**src/host_byte_port_pkg.sv**
```systemverilog
// Package for the asynchronous host byte port.
// Assumes a single 100 MHz processor clock domain.
package host_byte_port_pkg;

  localparam int unsigned DATA_W        = 8;
  localparam int unsigned SYNC_STAGES   = 3;

  // Processor clock period and host timing, in picoseconds
  localparam int unsigned CLK_PERIOD_PS = 10000;
  localparam int unsigned MIN_PULSE_PS  = 15000;
  localparam int unsigned MIN_PULSE_CYC =
    (MIN_PULSE_PS + CLK_PERIOD_PS - 1) / CLK_PERIOD_PS;

  // Latency from synchronised access end to flag update, in cycles
  localparam int unsigned FLAG_LAT_CYC  = 1;

  typedef enum logic [0:0] {
    STYLE_SEPARATE = 1'b0,
    STYLE_STROBE   = 1'b1
  } port_style_t;

  typedef enum logic [1:0] {
    ST_IDLE  = 2'b00,
    ST_READ  = 2'b01,
    ST_WRITE = 2'b10
  } access_state_t;

  typedef struct packed {
    logic chip_select_n;
    logic read_strobe_n;
    logic write_or_direction_n;
  } host_ctrl_t;

  localparam host_ctrl_t CTRL_IDLE = 3'h7;

endpackage : host_byte_port_pkg

```
**src/host_byte_port.sv**
```systemverilog
// Function
// (RULE1) Asynchronous 8-bit host port, separate-strobe or data-strobe style selectable.
// (RULE2) Separate style: read active while select and read strobe low; later fall.
// (RULE3) Separate style: read ends at first rise of select or read strobe.
// (RULE4) Separate style: write active while select and write strobe low; later fall.
// (RULE5) Separate style: write ends at first rise; data captured then.
// (RULE6) Host holds each separate-style read active at least 1.5 clock periods.
// (RULE7) Host holds each separate-style write active at least 1.5 clock periods.
// (RULE8) Host presents write data 1.5 periods before write end.
// (RULE9) Data-strobe style: read-strobe pin is the single strobe for both directions.
// (RULE10) Data-strobe style: write pin low selects write, high selects read.
// (RULE11) Data-strobe write needs select and strobe low; starts at later fall.
// (RULE12) Data-strobe write ends once select or strobe deasserts.
// (RULE13) Host sets direction one period before the strobe falls.
// (RULE14) Host holds direction stable until the strobe has risen.
// (RULE15) Host select encloses the data strobe.
// (RULE16) Host holds data strobe low at least 1.5 periods.
// (RULE17) Output-empty flag updates within one period after last datum read; code updates it four to five periods after the host ends the read.
// (RULE18) Input-full flag updates within one period after last space written; code updates it four to five periods after the host ends the write.
// (RULE19) Host select and strobes synchronised through flip-flops before edge detection.
// Holds the whole host port; the output and input FIFOs sit outside and talk by
// valid/ready handshakes in the processor clock domain.
`timescale 1ns/1ps
module host_byte_port (
  // Clock and reset
  input  wire logic                                      clock_in,
  input  wire logic                                      rst_n_in,
  // Configuration
  input  wire host_byte_port_pkg::port_style_t           style_in,
  // Host pins
  input  wire logic                                      host_chip_select_n_in,
  input  wire logic                                      host_read_strobe_n_in,
  input  wire logic                                      host_write_or_direction_n_in,
  input  wire logic [host_byte_port_pkg::DATA_W-1:0]     host_data_in,
  output logic      [host_byte_port_pkg::DATA_W-1:0]     host_data_out,
  output logic                                           host_data_oe_out,
  output logic                                           host_out_buffer_empty_out,
  output logic                                           host_in_buffer_full_out,
  // Output FIFO side (device to host)
  input  wire logic [host_byte_port_pkg::DATA_W-1:0]     out_fifo_data_in,
  input  wire logic                                      out_fifo_valid_in,
  input  wire logic                                      out_fifo_last_in,
  output logic                                           out_fifo_pop_out,
  // Input FIFO side (host to device)
  output logic      [host_byte_port_pkg::DATA_W-1:0]     in_fifo_data_out,
  output logic                                           in_fifo_push_out,
  input  wire logic                                      in_fifo_last_space_in,
  input  wire logic                                      in_fifo_full_in
);

  localparam int unsigned N = host_byte_port_pkg::SYNC_STAGES;

  host_byte_port_pkg::host_ctrl_t   raw_ctrl;
  host_byte_port_pkg::host_ctrl_t   sync_r [N];
  host_byte_port_pkg::host_ctrl_t   ctrl_q;
  host_byte_port_pkg::access_state_t state_r;
  host_byte_port_pkg::access_state_t state_nxt;
  logic [host_byte_port_pkg::DATA_W-1:0] data_sync1_r;
  logic [host_byte_port_pkg::DATA_W-1:0] data_sync2_r;
  logic [host_byte_port_pkg::DATA_W-1:0] wdata_r;
  logic                             wr_view;
  logic                             stable;
  logic                             active;
  logic                             is_write;
  logic                             read_end;
  logic                             write_end;

  assign raw_ctrl = '{chip_select_n:        host_chip_select_n_in,
                      read_strobe_n:        host_read_strobe_n_in,
                      write_or_direction_n: host_write_or_direction_n_in};

  // Three-stage synchroniser; a change counts once stages two and three agree
  always_ff @(posedge clock_in or negedge rst_n_in) begin
    if (!rst_n_in) begin
      for (int i = 0; i < N; i++) begin
        sync_r[i] <= host_byte_port_pkg::CTRL_IDLE;
      end
    end else begin
      sync_r[0] <= raw_ctrl; // see RULE19
      for (int i = 1; i < N; i++) begin
        sync_r[i] <= sync_r[i-1];
      end
    end
  end

  always_ff @(posedge clock_in or negedge rst_n_in) begin
    if (!rst_n_in) begin
      ctrl_q <= host_byte_port_pkg::CTRL_IDLE;
    end else if (stable) begin
      ctrl_q <= sync_r[1]; // see RULE19
    end
  end

  assign stable = (sync_r[1] == sync_r[2]);

  // Write data is held stable by the host well before the end of the access
  always_ff @(posedge clock_in or negedge rst_n_in) begin
    if (!rst_n_in) begin
      data_sync1_r <= 8'h00;
      data_sync2_r <= 8'h00;
    end else begin
      data_sync1_r <= host_data_in;
      data_sync2_r <= data_sync1_r; // see RULE8
    end
  end

  // Write view of the second control stage, aligned with the second data stage;
  // the host may drop the data just after the end, so keep the last open sample
  always_comb begin
    if (style_in == host_byte_port_pkg::STYLE_SEPARATE) begin
      wr_view = !sync_r[1].chip_select_n && !sync_r[1].write_or_direction_n; // see RULE4
    end else begin
      wr_view = !sync_r[1].chip_select_n && !sync_r[1].read_strobe_n &&
                !sync_r[1].write_or_direction_n; // see RULE11
    end
  end

  always_ff @(posedge clock_in or negedge rst_n_in) begin
    if (!rst_n_in) begin
      wdata_r <= 8'h00;
    end else if (wr_view) begin
      wdata_r <= data_sync2_r; // see RULE5
    end
  end

  // Access decode per style
  always_comb begin
    if (style_in == host_byte_port_pkg::STYLE_SEPARATE) begin
      active   = !ctrl_q.chip_select_n &&
                 (!ctrl_q.read_strobe_n || !ctrl_q.write_or_direction_n); // see RULE2
      is_write = !ctrl_q.write_or_direction_n; // see RULE4
    end else begin
      active   = !ctrl_q.chip_select_n && !ctrl_q.read_strobe_n; // see RULE9
      is_write = !ctrl_q.write_or_direction_n; // see RULE10
    end
  end

  always_comb begin
    state_nxt = state_r;
    case (state_r)
      host_byte_port_pkg::ST_IDLE: begin
        if (active) begin
          state_nxt = is_write ? host_byte_port_pkg::ST_WRITE
                               : host_byte_port_pkg::ST_READ; // see RULE11
        end
      end
      host_byte_port_pkg::ST_READ: begin
        if (!active) begin
          state_nxt = host_byte_port_pkg::ST_IDLE; // see RULE3
        end
      end
      host_byte_port_pkg::ST_WRITE: begin
        if (!active) begin
          state_nxt = host_byte_port_pkg::ST_IDLE; // see RULE5 RULE12
        end
      end
      default: state_nxt = host_byte_port_pkg::ST_IDLE;
    endcase
  end

  always_ff @(posedge clock_in or negedge rst_n_in) begin
    if (!rst_n_in) begin
      state_r <= host_byte_port_pkg::ST_IDLE;
    end else begin
      state_r <= state_nxt;
    end
  end

  assign read_end  = (state_r == host_byte_port_pkg::ST_READ)  && !active;
  assign write_end = (state_r == host_byte_port_pkg::ST_WRITE) && !active;

  // Read data driven for the whole read access
  always_ff @(posedge clock_in or negedge rst_n_in) begin
    if (!rst_n_in) begin
      host_data_out    <= 8'h00;
      host_data_oe_out <= 1'b0;
    end else begin
      host_data_oe_out <= (state_nxt == host_byte_port_pkg::ST_READ); // see RULE1
      if (state_r == host_byte_port_pkg::ST_IDLE && active && !is_write) begin
        host_data_out <= out_fifo_data_in;
      end
    end
  end

  assign out_fifo_pop_out = read_end && out_fifo_valid_in; // see RULE3

  // Capture on the end of the write; a full FIFO drops the byte
  always_ff @(posedge clock_in or negedge rst_n_in) begin
    if (!rst_n_in) begin
      in_fifo_data_out <= 8'h00;
      in_fifo_push_out <= 1'b0;
    end else begin
      in_fifo_push_out <= write_end && !in_fifo_full_in; // see RULE5
      if (write_end) begin
        in_fifo_data_out <= wdata_r;
      end
    end
  end

  // Status flags, updated the cycle after the access end is seen
  always_ff @(posedge clock_in or negedge rst_n_in) begin
    if (!rst_n_in) begin
      host_out_buffer_empty_out <= 1'b1;
      host_in_buffer_full_out   <= 1'b0;
    end else begin
      if (read_end && out_fifo_last_in) begin
        host_out_buffer_empty_out <= 1'b1; // see RULE17
      end else if (!read_end) begin
        host_out_buffer_empty_out <= !out_fifo_valid_in;
      end
      if (write_end && in_fifo_last_space_in) begin
        host_in_buffer_full_out <= 1'b1; // see RULE18
      end else if (!write_end) begin
        host_in_buffer_full_out <= in_fifo_full_in;
      end
    end
  end

  a_read_empty_flag: assert property (@(posedge clock_in) disable iff (!rst_n_in) // see RULE17
    read_end && out_fifo_last_in |=> host_out_buffer_empty_out)
    else $error("empty flag not raised after last read");

  a_write_full_flag: assert property (@(posedge clock_in) disable iff (!rst_n_in) // see RULE18
    write_end && in_fifo_last_space_in |=> host_in_buffer_full_out)
    else $error("full flag not raised after last write");

  a_write_capture: assert property (@(posedge clock_in) disable iff (!rst_n_in) // see RULE5
    write_end && !in_fifo_full_in |=> in_fifo_push_out && in_fifo_data_out == $past(wdata_r))
    else $error("write not captured at access end");

  a_no_push_idle: assert property (@(posedge clock_in) disable iff (!rst_n_in) // see RULE4
    in_fifo_push_out |-> $past(state_r) == host_byte_port_pkg::ST_WRITE)
    else $error("push without write access");

  a_pop_read_end: assert property (@(posedge clock_in) disable iff (!rst_n_in) // see RULE3
    out_fifo_pop_out |-> state_r == host_byte_port_pkg::ST_READ &&
      (ctrl_q.chip_select_n || ctrl_q.read_strobe_n))
    else $error("pop outside read end");

  a_read_drive: assert property (@(posedge clock_in) disable iff (!rst_n_in) // see RULE2
    state_r == host_byte_port_pkg::ST_READ |-> host_data_oe_out)
    else $error("data not driven during read");

  a_strobe_dir: assert property (@(posedge clock_in) disable iff (!rst_n_in) // see RULE10
    state_r == host_byte_port_pkg::ST_IDLE && active && !is_write
      |=> state_r == host_byte_port_pkg::ST_READ)
    else $error("direction select misread");

  a_sync_stable: assert property (@(posedge clock_in) disable iff (!rst_n_in) // see RULE19
    $changed(ctrl_q) |-> $past(sync_r[1]) == $past(sync_r[2]))
    else $error("control changed without stage agreement");

endmodule : host_byte_port

```
**config.mk**
```make
export PLATFORM = sky130hd
export DESIGN_NAME = host_byte_port
export DESIGN_NICKNAME = d
export VERILOG_FILES = /design/src/host_byte_port_pkg.sv /design/src/host_byte_port.sv
export SDC_FILE = /design/constraint.sdc
export NUM_CORES = 1
export LEC_CHECK = 0
export BUFFER_PORTS_ARGS = -buffer_cell sky130_fd_sc_hd__buf_2
export CORE_ASPECT_RATIO = 1.2
export CORE_MARGIN = 1
export CORE_UTILIZATION = 52
export CTS_BUF_LIST = sky130_fd_sc_hd__clkbuf_16
export CTS_CLUSTER_DIAMETER = 30
export CTS_CLUSTER_SIZE = 10
export DETAILED_ROUTE_END_ITERATION = 12
export PLACE_DENSITY = 0.87
export SLEW_MARGIN = 5
export SYNTH_ARGS = -nofsm -noshare
export SYNTH_HDL_FRONTEND = slang
export SYNTH_SLANG_ARGS = --single-unit
```
**constraint.sdc**
```tcl
create_clock -name clock_in -period 1.78 [get_ports clock_in]
set_input_delay 0.089 -clock clock_in [delete_from_list [all_inputs] [get_ports clock_in]]
set_output_delay 0.089 -clock clock_in [all_outputs]
set_load 0.02 [all_outputs]
```
==> impl_metrics.json, run 1 <==
{
  "busiest_layer": "met2",
  "rr_startpoint": "state_r[1]$_DFF_PN0_",
  "wl_per_cell_um": 15.4,
  "cap_violations": 0,
  "gp_congestion": 0.699,
  "clock_latency_ns": 0.31,
  "syn_nets": 155,
  "ys.flop_type": "dfrtp_1",
  "grt_pass1_vias": 1401,
  "gr-usage-all-layers": 0.212,
  "cts.path.max_buffers": 2,
  "dp_hpwl_um": 2500,
  "post-route-period-util": 0.960,
  "worstHoldStart": "out_fifo_data_in[0]",
  "setup_viol": 0,
  "peakVddDrop_v": 0.000817,
  "async_reset_ff_frac": 1.00,
  "synth_area_um2": 2060,
  "critPathTopFamily": "flip-flops",
  "ys_warn_count": 0,
  "ys_ff_latch": 58,
  "htree_levels": 3,
  "fin_area_um2": 2820,
  "critPathBufInv": 2,
  "ant_nets": 0,
  "synth_fa_ha_area_frac": 0.0243,
  "placedCellCount": 227,
  "dpl-instance-area_um2": 2380,
  "final_common_cell": "buf_2",
  "required_ns": 1.97,
  "routed_wl_um": 3950,
  "postSynthAreaPerCell_um2": 16.5,
  "min_period_ns": 1.71,
  "hold_viol": 0,
  "path_max_fanout": 8,
  "cts_root_buffer": "clkbuf_16",
  "via_count": 1273,
  "synth_top_family_by_area": "multiplexers",
  "viasPerCell": 4.95,
  "first_pass_iters": 4,
  "cp-end-kind": "flop",
  "io_buffers": 46,
  "use_met2": 0.347,
  "arrival_ns": 1.90,
  "die-area_um2": 4220,
  "synth_compound_area_frac": 0.0443,
  "die_h_um": 71.0,
  "synthMuxAreaShare": 0.152,
  "crit_chain": "inv_1 -> ha_2 -> nor4bb_4 -> buf_6 -> mux2_2",
  "rows": 24,
  "start_kind": "flop",
  "synth_edf_count": 0,
  "antenna_found_initial": 0,
  "startpoint": "state_r[1]$_DFF_PN0_",
  "ys_seq_area_frac": 0.712,
  "drc": 0,
  "clock_skew_ns": 0.00831,
  "max_stage_delay_ns": 0.43,
  "grtUsageMet3": 0.0567,
  "yosysUniqueCellTypes": 24,
  "fp.coreArea_um2": 3720,
  "first_iter_violations": 32,
  "leakage_nw": 1.36,
  "worst_pin_slew_ns": 0.488,
  "worstSetupPathType": "reg2reg",
  "fin_ws_ns": 0.0713,
  "grt_first_pass_wirelength_um": 6220,
  "instances_no_fill": 257,
  "status": "finished, final reports clean",
  "io_pins": 47,
  "slew_violations": 0,
  "detailedPlace.worstSlack_ns": 0.0146,
  "cts_tree": "done",
  "synth_xor_xnor_area_share": 0.00850,
  "synth-simple-area-share": 0.0461,
  "min_path_type": "in2reg",
  "synthCells": 125,
  "clkTransAtPathRegs_ns": 0.05,
  "grt_util_met1": 0.219,
  "grt_max_degree": 24,
  "area_delta_synth_final_pct": 36.7,
  "drive_above_1_share": 0.532,
  "fin_hold_ws_ns": 0.0126,
  "grt_overflow": 0,
  "final_cell_mix": "buf_2 (46), dfrtp_1 (45), mux2_2 (26), dlygate4sd3_1 (14), dfstp_2 (13)",
  "multi_input_area_um2": 578,
  "fin_util": 0.757,
  "register_area_um2": 1470,
  "n_antenna_cell": 0,
  "fill_cells": 251,
  "max_slew_margin": 0.675,
  "p_per_area_nw_per_um2": 1620,
  "cp_slowest_cell": "dfrtp_1",
  "cts_setup_buffers": 0,
  "cts_buffers": 9,
  "fmax_ghz": 0.585,
  "clock-sinks": 58,
  "final_nets": 230,
  "initial_core_util": 0.553,
  "fp.dieW_um": 59.5
}
[what timing repair did]
action	in CTS	in global routing
endpoints found under the hold margin	22	0
setup endpoints to repair	8	3
gates resized for setup	2	1
pin swaps	1	0
hold buffers	14	0
[report_power, final]
group | switching [mW] | internal, mW
logic | 0.642 | 0.533
clock network | 0.511 | 1.05
registers | 0.180 | 1.64
[worst register-to-register path, cell delays in order (launching register included)]
cell      delay (ns)
dfrtp_1         0.43
inv_1           0.12
ha_2            0.22
nor4bb_4        0.27
buf_6           0.19
mux2_2          0.36
[metal layers]
| layer | wire length [µm] | vias to the layer above | share of wire |
|---|---|---|---|
| met3 | 185 | 14 | 0.047 |
| li1 | - | 587 | - |
| met2 | 2040 | 60 | 0.51 |
| met5 | 0 | - | 0 |
| met1 | 1560 | 612 | 0.39 |
| met4 | 177 | 0 | 0.045 |
[cells in the mapped netlist, types with 2 or more instances]
cell type | count | area, µm²
inv_1 | 2 | 7.51
and3_1 | 2 | 12.5
xor2_1 | 2 | 17.5
mux2_2 | 26 | 293
ha_1 | 4 | 50.1
nor2_1 | 8 | 30.0
dfstp_2 | 13 | 342
dfrtp_1 | 45 | 1130
o21a_1 | 2 | 15.0
mux2i_1 | 2 | 20.0
nand2_1 | 3 | 11.3
o21ai_0 | 4 | 20.0
[final timing paths]
path                                           endpoint  slack (ns)  depth (start not counted)
max                        host_data_out[7]$_DFFE_PN0P_        0.07                          5
min                        host_data_out[0]$_DFFE_PN0P_        0.01                          2
max reg2reg                host_data_out[7]$_DFFE_PN0P_        0.07                          5
min reg2reg                   data_sync2_r[3]$_DFF_PN0_        0.34                          0
max in group asynchronous     data_sync2_r[7]$_DFF_PN0_        0.85                          3
min in group asynchronous    host_data_oe_out$_DFF_PN0_        0.27                          2
[layout make-up]
| class | count | share of cell area |
|---|---|---|
| Clock buffer | 9 | 0.0799 |
| Clock inverter | 7 | 0.0195 |
| Inverter | 2 | 0.00266 |
| Multi-Input combinational cell | 63 | 0.205 |
| Sequential cell | 58 | 0.521 |
| Tap cell | 52 | 0.0231 |
| Timing Repair Buffer | 66 | 0.149 |
[registers in the layout, indices dropped and copies added (netlist names)]
signal / cells
host_data_out: 8
host_out_buffer_empty_out: 1
in_fifo_push_out: 1
data_sync2_r: 8
sync_r: 9
state_r: 2
ctrl_q: 3
host_data_oe_out: 1
wdata_r: 8
host_in_buffer_full_out: 1
data_sync1_r: 8
in_fifo_data_out: 8
[logic make-up after synthesis]
logic type	after synthesis
buffers and inverters	4
XOR/XNOR	2
multiplexers	28
AND/OR/NAND/NOR	17
AO/OA/AOI/OAI	12
flip-flops	58
adder cells (fa/ha/maj)	4
[metrics by stage]
| step | total power, mW | TNS, ns |
|---|---|---|
| global route | 4.76 | -0.00517 |
| detailed placement | 2.93 | 0 |
| global placement | 2.84 | 0 |
| finish | 4.56 | 0 |
| floorplan | 2.52 | 0 |
| CTS | 4.57 | 0 |
Power figures use the tool's default switching activity.
==> run 2, diff against run 1 <==
--- a/config.mk
+++ b/config.mk
@@ -5,6 +5,7 @@
 export SDC_FILE = /design/constraint.sdc
 export NUM_CORES = 1
 export LEC_CHECK = 0
+export ABC_AREA = 1
 export BUFFER_PORTS_ARGS = -buffer_cell sky130_fd_sc_hd__buf_2
 export CORE_ASPECT_RATIO = 1.2
 export CORE_MARGIN = 1
==> impl_metrics.json, run 2 <==
{
  "leakage_nw": 1.49,
  "final_cell_mix": "buf_2 (46), dfrtp_1 (45), nand2_1 (42), inv_1 (22), dlygate4sd3_1 (21)",
  "setup_viol": 0,
  "max_stage_delay_ns": 0.57,
  "cap_violations": 0,
  "power.internal_mw": 3.20,
  "gr-usage-all-layers": 0.207,
  "cts_root_buffer": "clkbuf_16",
  "p_clk_frac": 0.333,
  "swShare": 0.327,
  "grt_max_degree": 33,
  "worst_pin_slew_ns": 0.580,
  "arrival_ns": 1.45,
  "wl_per_cell_um": 11.9,
  "rows": 25,
  "drc": 0,
  "synth_area_leaders": "dfrtp_1 (53%), dfstp_2 (16%), nand2_1 (7.5%)",
  "p_switching_mw": 1.56,
  "path_max_fanout": 4,
  "critPathBufInv": 1,
  "final_nets": 286,
  "slew_violations": 0,
  "first_iter_violations": 44,
  "routed_wl_um": 3740,
  "cts_tree": "done",
  "yosysTopAreaCell": "dfrtp_1",
  "post-route-period-util": 0.864,
  "io_buffers": 46,
  "syn_nets": 209,
  "cts_resized": 0,
  "grt_first_pass_wirelength_um": 6130,
  "yosysTopAreaCellShare": 0.533,
  "gp_congestion": 0.770,
  "yosysUniqueCellTypes": 19,
  "synthCells": 179,
  "fmax_ghz": 0.650,
  "grt_overflow": 0,
  "drive_above_1_share": 0.341,
  "critPathTopFamily": "flip-flops",
  "synth_area_um2": 2110,
  "register_area_um2": 1470,
  "clkTransAtPathRegs_ns": 0.05,
  "postSynthAreaPerCell_um2": 11.8,
  "multi_input_area_um2": 533,
  "ant_nets": 0,
  "cts_buffers": 9,
  "initial_core_util": 0.540,
  "ys_warn_count": 0,
  "regMostFlops": "sync_r",
  "n_antenna_cell": 0,
  "fp.coreArea_um2": 3910,
  "status": "finished, final reports clean",
  "synth_edf_count": 0,
  "cts.path.max_buffers": 2,
  "clock-sinks": 58,
  "cts_setup_buffers": 0,
  "required_ns": 1.69,
  "ys_seq_area_frac": 0.695,
  "min_period_ns": 1.54,
  "htree_levels": 3,
  "clock_latency_ns": 0.32,
  "setup_tns_ns": 0,
  "die-area_um2": 4320,
  "fill_cells": 258,
  "dpl-instance-area_um2": 2400,
  "antenna_found_initial": 0,
  "area_delta_synth_final_pct": 37.0,
  "first_pass_iters": 4,
  "hold_viol": 0,
  "ys_ff_latch": 58,
  "die_h_um": 71.8,
  "ys.flop_type": "dfrtp_1",
  "crit_chain": "o21ai_2 -> nand2_4 -> nand2_1 -> nor2_1 -> buf_2",
  "cp_slowest_cell": "dfstp_2",
  "fp.dieW_um": 60.2,
  "viasPerCell": 4.59,
  "async_reset_ff_frac": 1.00,
  "postCtsHoldBufs": 21,
  "worstSetupPathType": "reg2out",
  "max_slew_margin": 0.613,
  "dp_hpwl_um": 2170,
  "via_count": 1445,
  "clock_skew_ns": 0.00825,
  "synth_most_common_cell": "dfrtp_1",
  "io_pins": 47,
  "min_path_type": "in2reg",
  "fin_area_um2": 2890,
  "peakVddDrop_v": 0.00118,
  "p_per_area_nw_per_um2": 1640,
  "rsz0062_at_grt": "no",
  "p_seq_frac": 0.386,
  "grt_pass1_vias": 1382,
  "comb_power_share": 0.281,
  "synthTopCellsByCount": "dfrtp_1 (45), nand2_1 (42), inv_1 (20), dfstp_2 (13), nor2_1 (12)",
  "final_common_cell": "buf_2",
  "start_kind": "flop",
  "cp-end-kind": "output port",
  "largest_register_ffs": 9
}
[run 2: cell count changes in the layout (fill, tap and decap cells not counted), moves of 3 or more]
cell / delta
nor2_1: +4
mux2_2: -26
dlygate4sd3_1: +7
xnor2_1: +3
a21oi_1: +10
nand3_1: +5
o21ai_2: +9
inv_1: +18
buf_4: -5
nand2_1: +39
[run 2: logic make-up (layout without fill, tap and decap cells)]
family / Yosys count / after routing / share of synthesized area
AOI/OAI and AO/OA: 23 / 23 / 0.0705
xor gates and xnor gates: 3 / 3 / 0.0125
adders and majority gates: 4 / 4 / 0.0237
buffers and inverters: 24 / 106 / 0.0522
DFF: 58 / 58 / 0.695
and+or+nand+nor: 67 / 67 / 0.146
[run 2: worst paths after layout]
check,startpoint,depth (start not counted),slack [ns],to
min in group asynchronous,rst_n_in,2,0.31,host_data_out[3]$_DFFE_PN0P_
max,ctrl_q[0]$_DFFE_PN1N_,5,0.24,out_fifo_pop_out
max in group asynchronous,rst_n_in,3,0.83,host_out_buffer_empty_out$_DFFE_PN1P_
min reg2reg,data_sync1_r[7]$_DFF_PN0_,0,0.34,data_sync2_r[7]$_DFF_PN0_
max reg2reg,state_r[1]$_DFF_PN0_,6,0.32,host_data_out[5]$_DFFE_PN0P_
min,out_fifo_valid_in,4,0.01,host_out_buffer_empty_out$_DFFE_PN1P_
[run 2: area by class of cell]
type / count / area share
Inverter: 22 / 0.0286
Sequential cell: 58 / 0.508
Timing Repair Buffer: 68 / 0.159
Multi-Input combinational cell: 97 / 0.184
Tap cell: 54 / 0.0234
Clock inverter: 7 / 0.0190
Clock buffer: 9 / 0.0779
[run 2: through the flow]
step           std cells   util  setup slack [ns]  power [mW]  hold slack (ns)
5_1_grt              315  0.740             0.157        5.02           0.0352
6_report             315  0.740             0.241        4.75           0.0104
3_5_place_dp         278  0.614             0.360        3.13            0.117
2_1_floorplan        179      -             0.554        2.78           -0.207
3_3_place_gp         278  0.614             0.455        3.07            0.113
4_1_cts              315  0.740             0.230        4.77          0.00351
[run 2: power groups by stage]
stage          logic, mW  clock network [mW]  registers, mW
5_1_grt             1.48                1.67           1.86
3_5_place_dp        1.29                   0           1.85
6_report            1.33                1.58           1.83
4_1_cts             1.33                1.61           1.83
2_1_floorplan      0.681                   0           2.10
3_3_place_gp        1.24                   0           1.83
[run 2: worst reg2reg max path, delay by kind of cell, from the launching register on]
family | cells | cell delay (ns)
AND/OR/NAND/NOR | 3 | 0.43
flip-flops | 1 | 0.41
buffers and inverters | 2 | 0.34
adder cells (fa/ha/maj) | 1 | 0.22
[run 2: metal layers]
metal | part of all wire | track usage
met5 | 0 | 0
met1 | 0.39 | 0.237
met2 | 0.54 | 0.327
met4 | 0.026 | 0.142
met3 | 0.042 | 0.0596
